$ cat src/bus_fault_pkg.sv
package bus_fault_pkg;

	localparam int ADDR_W = 32;
	localparam int DATA_W = 32;
	localparam int SEL_W = 4;

	// register map, byte addresses
	localparam logic [ADDR_W-1:0] STATUS_ADDR = 32'hffffff7c;
	localparam logic [ADDR_W-1:0] MASK_ADDR = 32'hffffff78;

	// field positions, shared by status and mask
	localparam int FLAG_BIT = 31;
	localparam int CAUSE_BIT = 0;
	localparam int FLAG_LANE = 3;

	// cause encodings
	localparam logic CAUSE_DEVICE = 1'b0;
	localparam logic CAUSE_TIMEOUT = 1'b1;

	// reset values
	localparam logic FLAG_RESET = 1'b0;
	localparam logic CAUSE_RESET = 1'b0;
	localparam logic MASK_RESET = 1'b0;
	localparam logic [DATA_W-1:0] DATA_RESET = 32'h0000_0000;

	// access window in clock cycles
	localparam int WINDOW_CYCLES = 15;

	typedef enum logic [1:0] {
		KIND_FETCH,
		KIND_LOAD,
		KIND_STORE
	} kind_t;

	function automatic kind_t kind_of(input logic we, input logic fetch);
		if (fetch) begin
			return KIND_FETCH;
		end
		return we ? KIND_STORE : KIND_LOAD;
	endfunction

	function automatic logic addr_hit(input logic [ADDR_W-1:0] a, input logic [ADDR_W-1:0] b);
		return a[ADDR_W-1:2] == b[ADDR_W-1:2];
	endfunction

endpackage

$ cat src/access_window_timer.sv
`timescale 1ns/1ps
module access_window_timer #(
	parameter int WINDOW = bus_fault_pkg::WINDOW_CYCLES
) (
	input wire logic clk_i,
	input wire logic rst_i,
	input wire logic start_i,
	input wire logic stop_i,
	output logic busy_o,
	output logic expire_o
);
	import bus_fault_pkg::*;

	localparam int CNT_W = $clog2(WINDOW + 1);
	localparam logic [CNT_W-1:0] LAST = CNT_W'(WINDOW - 1);

	typedef struct packed {
		logic busy;
		logic [CNT_W-1:0] cnt;
	} timer_t;

	timer_t s;
	timer_t next_s;

	assign busy_o = s.busy;
	// the cycle that a response may still arrive in is not counted as lost
	assign expire_o = s.busy && !stop_i && (s.cnt == LAST);

	always_comb begin
		next_s = s;
		if (start_i) begin
			// a new request restarts the window
			next_s.busy = 1'b1;
			next_s.cnt = '0;
		end else if (s.busy) begin
			if (stop_i || expire_o) begin
				next_s.busy = 1'b0;
			end else begin
				next_s.cnt = s.cnt + 1'b1;
			end
		end
	end

	always_ff @(posedge clk_i) begin
		if (rst_i) begin
			s <= '0;
		end else begin
			s <= next_s;
		end
	end

endmodule

$ cat src/bus_fault_monitor.sv
// Notes on behaviour
// - watch every CPU transaction; fault on device error or missing answer
// - fault kind follows access: fetch, store or load
// - answer window is a build constant, 15 cycles by default
// - status bit 31 is set on a fault and stays set
// - any read or write of status clears the sticky flag
// - status bit 0: 0 for device error, 1 for timeout
// - cause bit is read-only, valid only while the flag is set
// - external interface timeout is recorded with the timeout cause
// - protection faults raise the exception but leave the flag clear
//
// The implementer's own choice: register access over Wishbone.
`timescale 1ns/1ps
module bus_fault_monitor #(
	parameter int WINDOW = bus_fault_pkg::WINDOW_CYCLES
) (
	input wire logic clk_i,
	input wire logic rst_i,
	input wire logic wb_cyc_i,
	input wire logic wb_stb_i,
	input wire logic wb_we_i,
	input wire logic [bus_fault_pkg::ADDR_W-1:0] wb_adr_i,
	input wire logic [bus_fault_pkg::SEL_W-1:0] wb_sel_i,
	input wire logic [bus_fault_pkg::DATA_W-1:0] wb_dat_i,
	output logic [bus_fault_pkg::DATA_W-1:0] wb_dat_o,
	output logic wb_ack_o,
	input wire logic bus_req_i,
	input wire logic bus_we_i,
	input wire logic bus_fetch_i,
	input wire logic bus_ack_i,
	input wire logic bus_err_i,
	input wire logic ext_timeout_i,
	input wire logic cpu_memory_protection_fault_i,
	output logic fetch_fault_o,
	output logic load_fault_o,
	output logic store_fault_o,
	output logic irq_o
);
	import bus_fault_pkg::*;

	typedef struct packed {
		kind_t kind;
		logic flag;
		logic cause;
		logic mask;
		logic fetch_fault;
		logic load_fault;
		logic store_fault;
		logic irq;
		logic [DATA_W-1:0] rdata;
	} mon_t;

	mon_t s;
	mon_t next_s;

	logic busy;
	logic expire;
	logic stop;
	logic take;
	logic hit_status;
	logic hit_mask;
	logic dev_fault;
	logic fault_any;
	logic fault_cause;
	kind_t raise_kind;
	logic raise;

	// an ack, an error or the external timeout all end the transaction
	assign stop = bus_ack_i || bus_err_i || ext_timeout_i;

	access_window_timer #(
		.WINDOW(WINDOW)
	) u_timer (
		.clk_i(clk_i),
		.rst_i(rst_i),
		.start_i(bus_req_i),
		.stop_i(stop),
		.busy_o(busy),
		.expire_o(expire)
	);

	wb_reg_port u_port (
		.clk_i(clk_i),
		.rst_i(rst_i),
		.cyc_i(wb_cyc_i),
		.stb_i(wb_stb_i),
		.adr_i(wb_adr_i),
		.ack_o(wb_ack_o),
		.take_o(take),
		.hit_status_o(hit_status),
		.hit_mask_o(hit_mask)
	);

	assign wb_dat_o = s.rdata;
	assign fetch_fault_o = s.fetch_fault;
	assign load_fault_o = s.load_fault;
	assign store_fault_o = s.store_fault;
	assign irq_o = s.irq;

	// responses outside a tracked transaction are ignored
	assign dev_fault = busy && bus_err_i;
	assign fault_any = dev_fault || expire || (busy && ext_timeout_i);
	// a device error reported together with a timeout names the device
	assign fault_cause = dev_fault ? CAUSE_DEVICE : CAUSE_TIMEOUT;

	always_comb begin
		raise = 1'b0;
		raise_kind = s.kind;
		if (fault_any) begin
			raise = 1'b1;
			raise_kind = s.kind;
		end else if (cpu_memory_protection_fault_i) begin
			// blocked access never reaches the bus, so its kind comes from the request
			raise = 1'b1;
			raise_kind = kind_of(bus_we_i, bus_fetch_i);
		end
	end

	always_comb begin
		next_s = s;
		next_s.fetch_fault = raise && (raise_kind == KIND_FETCH);
		next_s.load_fault = raise && (raise_kind == KIND_LOAD);
		next_s.store_fault = raise && (raise_kind == KIND_STORE);
		if (bus_req_i) begin
			next_s.kind = kind_of(bus_we_i, bus_fetch_i);
		end
		if (take) begin
			next_s.rdata = DATA_RESET;
			if (hit_status) begin
				next_s.rdata[FLAG_BIT] = s.flag;
				next_s.rdata[CAUSE_BIT] = s.cause;
				next_s.flag = 1'b0;
			end else if (hit_mask) begin
				next_s.rdata[FLAG_BIT] = s.mask;
				if (wb_we_i && wb_sel_i[FLAG_LANE]) begin
					next_s.mask = wb_dat_i[FLAG_BIT];
				end
			end
		end
		// set wins over the access clear so no fault is lost
		if (fault_any) begin
			next_s.flag = 1'b1;
			next_s.cause = fault_cause;
		end
		next_s.irq = next_s.flag && next_s.mask;
	end

	always_ff @(posedge clk_i) begin
		if (rst_i) begin
			s <= '0;
			s.kind <= KIND_FETCH;
			s.flag <= FLAG_RESET;
			s.cause <= CAUSE_RESET;
			s.mask <= MASK_RESET;
			s.rdata <= DATA_RESET;
		end else begin
			s <= next_s;
		end
	end

	// checking: helper counts quiet cycles of the tracked transaction
	localparam logic [7:0] QUIET_LAST = 8'(WINDOW - 1);
	logic [7:0] quiet;
	logic quiet_step;

	assign quiet_step = busy && !stop && !bus_req_i;

	always_ff @(posedge clk_i) begin
		if (rst_i || bus_req_i) begin
			quiet <= '0;
		end else if (quiet_step && quiet != 8'hff) begin
			quiet <= quiet + 8'h01;
		end
	end
endmodule

$ cat src/wb_reg_port.sv
`timescale 1ns/1ps
module wb_reg_port (
	input wire logic clk_i,
	input wire logic rst_i,
	input wire logic cyc_i,
	input wire logic stb_i,
	input wire logic [bus_fault_pkg::ADDR_W-1:0] adr_i,
	output logic ack_o,
	output logic take_o,
	output logic hit_status_o,
	output logic hit_mask_o
);
	import bus_fault_pkg::*;

	typedef struct packed {
		logic ack;
	} port_t;

	port_t s;
	port_t next_s;

	assign ack_o = s.ack;
	// one answer per request: ack drops the cycle after it was given
	assign take_o = cyc_i && stb_i && !s.ack;
	assign hit_status_o = addr_hit(adr_i, STATUS_ADDR);
	assign hit_mask_o = addr_hit(adr_i, MASK_ADDR);

	always_comb begin
		next_s = s;
		next_s.ack = take_o;
	end

	always_ff @(posedge clk_i) begin
		if (rst_i) begin
			s <= '0;
		end else begin
			s <= next_s;
		end
	end

endmodule

$ cat config.mk
export PLATFORM = sky130hd
export DESIGN_NAME = bus_fault_monitor
export DESIGN_NICKNAME = d
export VERILOG_FILES = /design/src/bus_fault_pkg.sv /design/src/access_window_timer.sv /design/src/bus_fault_monitor.sv /design/src/wb_reg_port.sv
export SDC_FILE = /design/constraint.sdc
export NUM_CORES = 1
export LEC_CHECK = 0
export BUFFER_PORTS_ARGS = -buffer_cell sky130_fd_sc_hd__buf_2
export CAP_MARGIN = 20
export CORE_MARGIN = 2
export CORE_UTILIZATION = 31
export DETAILED_ROUTE_END_ITERATION = 10
export GPL_TIMING_DRIVEN = 0
export HOLD_SLACK_MARGIN = 0.1
export PLACE_DENSITY = 0.77
export SLEW_MARGIN = 30
export SYNTH_ARGS = -nofsm -noshare
export SYNTH_HDL_FRONTEND = slang
export SYNTH_SLANG_ARGS = --single-unit
export TNS_END_PERCENT = 10
$ cat constraint.sdc
create_clock -name clk_i -period 2 [get_ports clk_i]
set_clock_uncertainty 0.2 [all_clocks]
set_input_delay 0.4 -clock clk_i [delete_from_list [all_inputs] [get_ports clk_i]]
set_output_delay 0.4 -clock clk_i [all_outputs]
set_load 0.05 [all_outputs]
## Word-level counts from Yosys, hierarchy flattened

Index checks and enable logic that the tools add are counted.

| operators by class | value |
|---|---|
| add/sub/neg operators | 1 |
| equality and inequality tests | 5 |
| muxes and demuxes | 27 |
| bitwise logic cells | 1 |
| reductions and logical operators | 21 |

Operators by type and width:

| cell | count |
|---|---|
| $eq A30 B30 Y1 const B | 2 |
| $mux W1 | 17 |
| $mux W2 | 7 |
| $logic_and A1 B1 Y1 | 11 |
| $mux W5 | 2 |
| $logic_or A1 B1 Y1 | 5 |
| $add A4 B1 Y4 const B | 1 |
| $eq A4 B4 Y1 const B | 1 |
| $mux W4 | 1 |
| $eq A2 B1 Y1 const B | 1 |
| $eq A2 B2 Y1 const B | 1 |
| $logic_not A1 Y1 | 2 |
| $logic_not A2 Y1 | 1 |
| $reduce_and A2 Y1 | 1 |
| $reduce_or A2 Y1 | 1 |
| $not A1 Y1 | 1 |

| storage, ports and cells | value |
|---|---|
| register bits | 17 |
| output and inout port bits | 37 |
| word-level logic and storage cells | 67 |

## Logic depth before layout (Yosys ltp)

Gate-level depths: netlist of the first run.

| logic depth | value |
|---|---|
| depth after elaboration | 13 |
| depth in mapped cells | 7 |
| gate-level depth less buffers | 7 |

## Cells and area by module

A second synthesis of the first run with hierarchy kept.

| second synthesis, totals | value |
|---|---|
| cells, all modules | 133 |
| area, all modules | 1,117.3 um^2 |

By module, submodules not included:

| module | times used | cells an instance | area an instance (um^2) | sequential area each (um^2) |
|---|---|---|---|---|
| bus_fault_monitor | 1 | 85 | 706.9 | 220.2 |
| access_window_timer | 1 | 29 | 286.5 | 100.1 |
| wb_reg_port | 1 | 19 | 123.9 | 20.0 |

## Worst setup path before layout of the first run

No wires, ideal clock.

| timing path | value |
|---|---|
| path kind | flip-flop to flip-flop |
| start | register u_timer.s[0] in the netlist's numbering |
| end | register s, in the netlist store_fault_o |
| setup time | 0.119 ns |
| arrival | 1.585 ns |
| slack | 0.097 ns |
| stages on the path, launching flop included | 8 |
| buffers on the path | 0 |
| cell sequence | dfxtp_1 inv_1 ha_1 and4b_1 o31ai_2 nand2_1 mux2_2 nor2b_1 |

| between the ends | value |
|---|---|
| cells in the longest elaborated chain, start to end | 7 |

RTL lines:

| what | line | RTL |
|---|---|---|
| start, declared | access_window_timer.sv:22 | `timer_t s;` |
| start signal, assigned | access_window_timer.sv:48 | `s <= next_s;` |
| $eq A4 B4 Y1 (*) | access_window_timer.sv:27 | `assign expire_o = s.busy && !stop_i && (s.cnt == LAST);` |
| $logic_and A1 B1 Y1 (*) | access_window_timer.sv:27 |  |
| $logic_or A1 B1 Y1 (*) (2 in a row) | bus_fault_monitor.sv:102 | `assign fault_any = dev_fault \|\| expire \|\| (busy && ext_timeout_i);` |
| $mux W2 | bus_fault_monitor.sv:109 | `if (fault_any) begin` |
| $eq A2 B2 Y1 | bus_fault_monitor.sv:123 | `next_s.store_fault = raise && (raise_kind == KIND_STORE);` |
| $logic_and A1 B1 Y1 (*) | bus_fault_monitor.sv:123 |  |
| end signal, assigned | bus_fault_monitor.sv:157 | `s <= next_s;` |
| end, declared | bus_fault_monitor.sv:53 | `mon_t s;` |

Mark *: on every way between the ends. The rest lies on a longest branch, timed or not.
A chain may end at the register's enable or synchronous reset.

## Final worst setup path of the first run

Ends and elaborated chain as after synthesis.

==> results of run 1 <==
synthesized netlist by cell type, drive strengths merged:
cell type,instances
xor2,2
buf,33
xnor2,1
a2111oi,1
nand4b,1
nor2b,2
clkbuf,1
dfxtp,17
and4b,1
nor3b,1
nand3b,1
a211oi,2
mux2i,4
o31ai,1
o22ai,1
nor3,4
nand2,7
o21bai,1
and3,1
a31oi,1
a2bb2oi,2
nand4,7
ha,2
or4b,1
mux2,1
conb,1
o31a,1
nor4,2
inv,1
nor2,15
nand3,2
what timing repair did:
item	4_1_cts	5_1_grt
buffers inserted	0	2
pin swaps	0	2
hold buffers	1	0
hold endpoints to repair	1	0
cloned	0	0
endpoints found under the setup margin	3	6
gates resized for setup	2	10
flip-flops by register name, summed over array words and instances, names as in the netlist:
register / count
u_timer.s: 4
store_fault_o: 1
u_timer.busy_o: 1
load_fault_o: 1
u_port.ack_o: 1
s: 5
irq_o: 1
fetch_fault_o: 1
wb_dat_o: 2
cell type report:
class / count / area, um2 / area share
timing repair buffer: 52 / 270 / 0.173
buffer: 34 / 255 / 0.163
clock buffer: 4 / 26.3 / 0.0168
inverter: 1 / 6.26 / 0.00400
multi-input combinational: 95 / 603 / 0.386
sequential: 17 / 345 / 0.221
tap: 46 / 57.6 / 0.0368
metal layers:
layer	GRT usage	up-vias
met5	0	-
met4	0.0306	0
met3	0.0562	2
met2	0.236	44
met1	0.141	437
li1	-	518
cell families after synthesis:
| group | count (synthesis) | share of synthesized area |
|---|---|---|
| AOI/OAI and AO/OA | 10 | 0.0995 |
| xor gates and xnor gates | 3 | 0.0249 |
| adders and majority gates | 2 | 0.0237 |
| buffers and inverters | 35 | 0.245 |
| DFF | 17 | 0.322 |
| muxes | 5 | 0.0486 |
| other | 1 | 0.00355 |
| and+or+nand+nor | 45 | 0.232 |
where the power goes:
group	internal [mW]	switching [mW]	leakage (nW)
combinational	0.0973	0.188	0.653
sequential	0.347	0.00516	0.139
clock	0.0774	0.105	0.0150
total	0.521	0.298	0.807
final timing paths:
check | cells after the start | endpoint | from
min | 2 | load_fault_o$_SDFF_PP0_ | rst_i
max reg2reg | 7 | store_fault_o$_SDFF_PP0_ | u_timer.s[0]$_SDFFE_PP0P_
max | 7 | store_fault_o$_SDFF_PP0_ | u_timer.s[0]$_SDFFE_PP0P_
min reg2reg | 2 | load_fault_o$_SDFF_PP0_ | s[39]$_SDFFE_PP0P_
metrics by stage:
stage | util | worst slack (ns)
finish | 0.472 | 0.0184
CTS | 0.457 | 0.00631
global placement | 0.443 | -0.0404
global route | 0.472 | -0.0598
floorplan | - | 0.0965
detailed placement | 0.443 | -0.0970
==> impl_metrics.ini, run 1 <==
[layout]
layout_commonest_cell = buf_2
layout.cells.non_filler = 249
n_antenna_cell = 0
fillCellCount = 350
drive_above_1_share = 0.502
syn_to_final_growth_pct = 48.1
fin_area_um2 = 1560
mostFrequentLayoutCells = buf_2 (49), buf_4 (34), conb_1 (30)
finalNetCount = 286

[drt]
dr_wl_met2_um = 1190
dr.pass1.iters = 4
routed.top_layer = met4
wl_per_cell_um = 9.32
route.detailed.drc = 0
wl_um = 2320
drtAntennaViolNets = 0
vias = 1001
dr_wl_met3_um = 227
wl_met1_um = 891
drt_iter0_drc = 14
vias_per_cell = 4.02

[sta]
fmax_mhz = 505
setup_tns_ns = 0
worstMarginPinSlew_ns = 0.506
timing.hold.ws_ns = 0.171
slew_headroom = 0.663
period_needed_ns = 1.98
hold_viol = 0
timing.final.crit_share = 0.991
rsz0062_at_grt = yes
setup_viol = 0
drv_slew = 0

[worst_setup_path]
critPathKind = reg -> reg
worstPathCellList = inv_4, ha_4, and4b_2, o31ai_4, nand2_1, mux2_4, nor2b_1
crit_path_max_fanout = 4
cp-start-kind = register
end_kind = register
worst-path-buf-inv = 1
required_ns = 1.99
arrival_ns = 1.97
cpPeakStageDelay_ns = 0.40
cp_slowest_cell = dfxtp_4
reg2reg_slack_ns = 0.02
crit_family = simple AND/OR/NAND/NOR gates

[power_and_ir_drop]
finalPower_mw = 0.819
p_leak_nw = 0.807
power.density_nw_per_um2 = 524
peakVddDrop_mv = 0.210

[synth]
seq_area_frac_synth = 0.322
synth_cell_types = 33
synthesis.area_um2 = 1060
yosys.area.top_type = dfxtp_1
synth_cells = 118
synth.avg_cell_area_um2 = 8.95
synth_top_area_share = 0.322
ys_ff_latch = 17
synthTopCellsByArea = dfxtp_1 (32%), buf_4 (23%), nor2_1 (5.3%), nand4_1 (4.1%), mux2i_1 (3.8%)
yosys_warnings = 0

[cts]
htree_levels = 1
numCtsBuffers = 3
cts_buffer_depth = 2
cts_tree = yes
insertion_delay_ns = 0.29
cts.reportedPaths.clkPinSlew_ns = 0.10
clock_sinks = 17
root_buffer = clkbuf_4

[grt]
track_usage = 0.131
grt_pass1_vias = 956
grt-ovfl-total = 0
antenna_found_initial = 0
grt_max_degree = 11
grt_pass1_wl_um = 4130

[hold_path]
hold_path_class = in -> reg

[floorplanning]
initial_core_util = 0.319
die_x_um = 62.4
ios = 117
fp.dieH_um = 62.4
coreArea_um2 = 3310
die_area_um2 = 3890
num_rows = 21

[place]
place_hpwl_um = 1920
port_buffers = 49
dp.cells = 242
placedInstanceArea_um2 = 1470
gp_congestion = 0.769

[status]
status = finished clean

[run]
maxCapViolCount = 0
(Power assumes the default switching activity.)
==> inputs of run 2 (changes only) <==
- CORE_MARGIN: 2 -> 4
==> impl_metrics.ini, run 2 (synthesized netlist as in run 1, its figures left out) <==
[status]
status = finished clean

[sta]
fmax_mhz = 535
setup_viol = 0
setup_ws_ns = 0.131
timing.final.crit_share = 0.935
hold_viol = 0
period_needed_ns = 1.87
drv_slew = 0
setup_tns_ns = 0
timing.hold.ws_ns = 0.157
rsz0062_at_grt = no

[worst_setup_path]
cpPeakStageDelay_ns = 0.38
cp_slowest_cell = dfxtp_4
worstPathCellList = inv_1, ha_2, and4b_2, o31ai_4, nand2_1, mux2_2, nor2b_1
cp-start-kind = register
required_ns = 1.99
crit_path_max_fanout = 4
arrival_ns = 1.86
end_kind = register
critPathKind = reg -> reg

[drt]
vias = 963
drt_iter0_drc = 18
drtAntennaViolNets = 0
wl_um = 2500
route.detailed.drc = 0
vias_per_cell = 3.91
dr.pass1.iters = 4
wl_per_cell_um = 10.2

[cts]
clock_sinks = 17
cts_buffer_depth = 2
insertion_delay_ns = 0.30
root_buffer = clkbuf_4
numCtsBuffers = 3
cts.reportedPaths.clkPinSlew_ns = 0.10
cts_tree = yes
htree_levels = 1

[floorplanning]
coreArea_um2 = 3150
die_area_um2 = 4400
die_x_um = 66.4
ios = 117
num_rows = 20
initial_core_util = 0.335
fp.dieH_um = 66.4

[layout]
utilization = 0.487
largest_reg_flops = 5
finalNetCount = 285
mostFrequentLayoutCells = buf_2 (49), buf_4 (33), conb_1 (30)
regMostFlops = s
n_antenna_cell = 0
syn_to_final_growth_pct = 45.4
drive_above_1_share = 0.490
layout_commonest_cell = buf_2

[place]
place_hpwl_um = 2140
preCtsSetupSlack_ns = -0.119
port_buffers = 49
gp_congestion = 0.758

[grt]
grt_max_degree = 11
grt_pass1_wl_um = 4110
grt-ovfl-total = 0
grt_pass1_vias = 1021
track_usage = 0.118
antenna_found_initial = 0

[hold_path]
hold_path_class = in -> reg

[power_and_ir_drop]
power.density_nw_per_um2 = 536
finalPower_mw = 0.822
peakVddDrop_mv = 0.308
p_leak_nw = 0.798

[run]
maxCapViolCount = 0
run 2: where the power goes:
group	internal, mW	switching (mW)	leakage [nW]
clock network	0.0778	0.109	0.0150
registers	0.346	0.00524	0.139
logic	0.0966	0.188	0.644
total	0.521	0.302	0.798
run 2: layer usage:
layer / track usage / share of wire / up-vias
met3: 0.0374 / 0.082 / 6
met1: 0.131 / 0.41 / 393
met5: 0 / 0 / -
met2: 0.209 / 0.49 / 48
met4: 0.0355 / 0.017 / 0
li1: - / - / 516
run 2: worst paths after layout:
path         slack [ns]  cells after the start                  endpoint                       from
max                0.13                      7  store_fault_o$_SDFF_PP0_  u_timer.s[0]$_SDFFE_PP0P_
min                0.16                      2        s[37]$_SDFFE_PP0P_                  bus_err_i
max reg2reg        0.13                      7  store_fault_o$_SDFF_PP0_  u_timer.s[0]$_SDFFE_PP0P_
min reg2reg        0.30                      2   load_fault_o$_SDFF_PP0_         s[39]$_SDFFE_PP0P_
run 2: metrics by stage:
step                      std cells  cell area, um2
after global routing            246            1540
after CTS                       246            1520
after global placement          240            1470
after floorplan                 147            1160
after detailed placement        240            1470
final                           246            1540
run 2: critical path: cells and delay by family, from the launching register on:
kind / cells / cell delay [ns]
AO/OA/AOI/OAI: 1 / 0.19
adder cells (fa/ha/maj): 1 / 0.19
buffers and inverters: 1 / 0.04
flip-flops: 1 / 0.38
multiplexers: 1 / 0.30
AND/OR/NAND/NOR: 3 / 0.44
run 2: area by class of cell:
type                    count  area, um2
multi-input cells          95        588
fillers                   329       1620
inverters                   1       3.75
flip-flops and latches     17        344
repair buffers             51        263
clock buffers               4       26.3
plain buffers              34        255
well taps                  44       55.1
run 2: timing repair:
action | CTS | global route
buffers inserted | 1 | 0
hold buffers | 1 | 0
pin swaps | 1 | 1
hold endpoints to repair | 1 | 0
resized for setup | 2 | 5
setup endpoints to repair | 3 | 5
==> inputs of run 3 (changes only) <==
- ABC_AREA: not set -> 0
- MAX_ROUTING_LAYER: not set -> met4
==> impl_metrics.ini, run 3 (synthesized netlist as in run 1, its figures left out) <==
[run]
maxCapViolCount = 0

[layout]
largest_reg_flops = 5
utilization = 0.487
fin_area_um2 = 1540
finalNetCount = 285
regMostFlops = s
mostFrequentLayoutCells = buf_2 (49), buf_4 (33), conb_1 (30)
layout.cells.non_filler = 246
syn_to_final_growth_pct = 45.4
layout_commonest_cell = buf_2
drive_above_1_share = 0.490
n_antenna_cell = 0
fillCellCount = 329

[floorplanning]
initial_core_util = 0.335
fp.dieH_um = 66.4
die_x_um = 66.4
num_rows = 20
die_area_um2 = 4400
coreArea_um2 = 3150
ios = 117

[sta]
setup_ws_ns = 0.130
fmax_mhz = 535
timing.final.crit_share = 0.935
drv_slew = 0
rsz0062_at_grt = no
period_needed_ns = 1.87
setup_tns_ns = 0
hold_viol = 0
timing.hold.ws_ns = 0.157
setup_viol = 0

[cts]
clock_sinks = 17
cts.reportedPaths.clkPinSlew_ns = 0.10
cts_tree = yes
cts_buffer_depth = 2
root_buffer = clkbuf_4
numCtsBuffers = 3
htree_levels = 1
insertion_delay_ns = 0.30

[grt]
antenna_found_initial = 0
grt_pass1_vias = 1020
grt-ovfl-total = 0
grt_max_degree = 11
track_usage = 0.121
grt_pass1_wl_um = 4110

[worst_setup_path]
crit_path_max_fanout = 4
end_kind = register
cp-start-kind = register
critPathKind = reg -> reg
required_ns = 1.99
arrival_ns = 1.86

[place]
gp_congestion = 0.768
place_hpwl_um = 2140
preCtsSetupSlack_ns = -0.119
port_buffers = 49
dp.cells = 240
placedInstanceArea_um2 = 1470

[drt]
routed.top_layer = met4
dr_wl_met2_um = 1210
wl_met1_um = 1050
route.detailed.drc = 0
drt_iter0_drc = 18
wl_um = 2500
vias = 964
drtAntennaViolNets = 0
dr_wl_met3_um = 194
dr.pass1.iters = 4
vias_per_cell = 3.92
wl_per_cell_um = 10.2

[status]
status = finished clean

[power_and_ir_drop]
finalPower_mw = 0.823
power.density_nw_per_um2 = 536
peakVddDrop_mv = 0.308
p_leak_nw = 0.798

[hold_path]
hold_path_class = in -> reg
run 3: layout make-up:
| cell class | count | area, um2 | share of cell area |
|---|---|---|---|
| buffer | 34 | 255 | 0.166 |
| clock buffer | 4 | 26.3 | 0.0171 |
| inverter | 1 | 3.75 | 0.00244 |
| multi-input combinational | 95 | 588 | 0.383 |
| sequential | 17 | 344 | 0.224 |
| tap | 44 | 55.1 | 0.0359 |
| timing repair buffer | 51 | 263 | 0.171 |
run 3: worst paths after layout:
| kind | start | endpoint | slack [ns] | depth (start not counted) |
|---|---|---|---|---|
| setup / recovery | u_timer.s[0]$_SDFFE_PP0P_ | store_fault_o$_SDFF_PP0_ | 0.13 | 7 |
| hold / removal | bus_err_i | s[37]$_SDFFE_PP0P_ | 0.16 | 2 |
| setup reg to reg | u_timer.s[0]$_SDFFE_PP0P_ | store_fault_o$_SDFF_PP0_ | 0.13 | 7 |
| hold reg to reg | s[39]$_SDFFE_PP0P_ | load_fault_o$_SDFF_PP0_ | 0.30 | 2 |
run 3: critical path, cell delays in order, from the launching register on:
cell and delay (ns):
dfxtp_4 0.38, inv_1 0.04, ha_2 0.19, and4b_2 0.23
o31ai_4 0.19, nand2_1 0.08, mux2_2 0.30, nor2b_1 0.13
run 3: per-layer routing:
layer / vias to the layer above / global-route usage
met4: 0 / 0.0355
met5: - / -
met2: 48 / 0.209
li1: 517 / -
met3: 6 / 0.0357
met1: 393 / 0.133
run 3: timing repair:
item | in CTS | in global routing
setup buffers | 1 | 0
setup endpoints to repair | 3 | 5
hold buffers | 1 | 0
endpoints found under the hold margin | 1 | 0
pin swaps | 1 | 1
resized for setup | 2 | 5
run 3: power breakdown:
part / switching, mW / leakage [nW] / internal [mW] / total (mW)
clock: 0.109 / 0.0150 / 0.0778 / 0.187
sequential: 0.00526 / 0.139 / 0.346 / 0.352
combinational: 0.188 / 0.644 / 0.0966 / 0.284
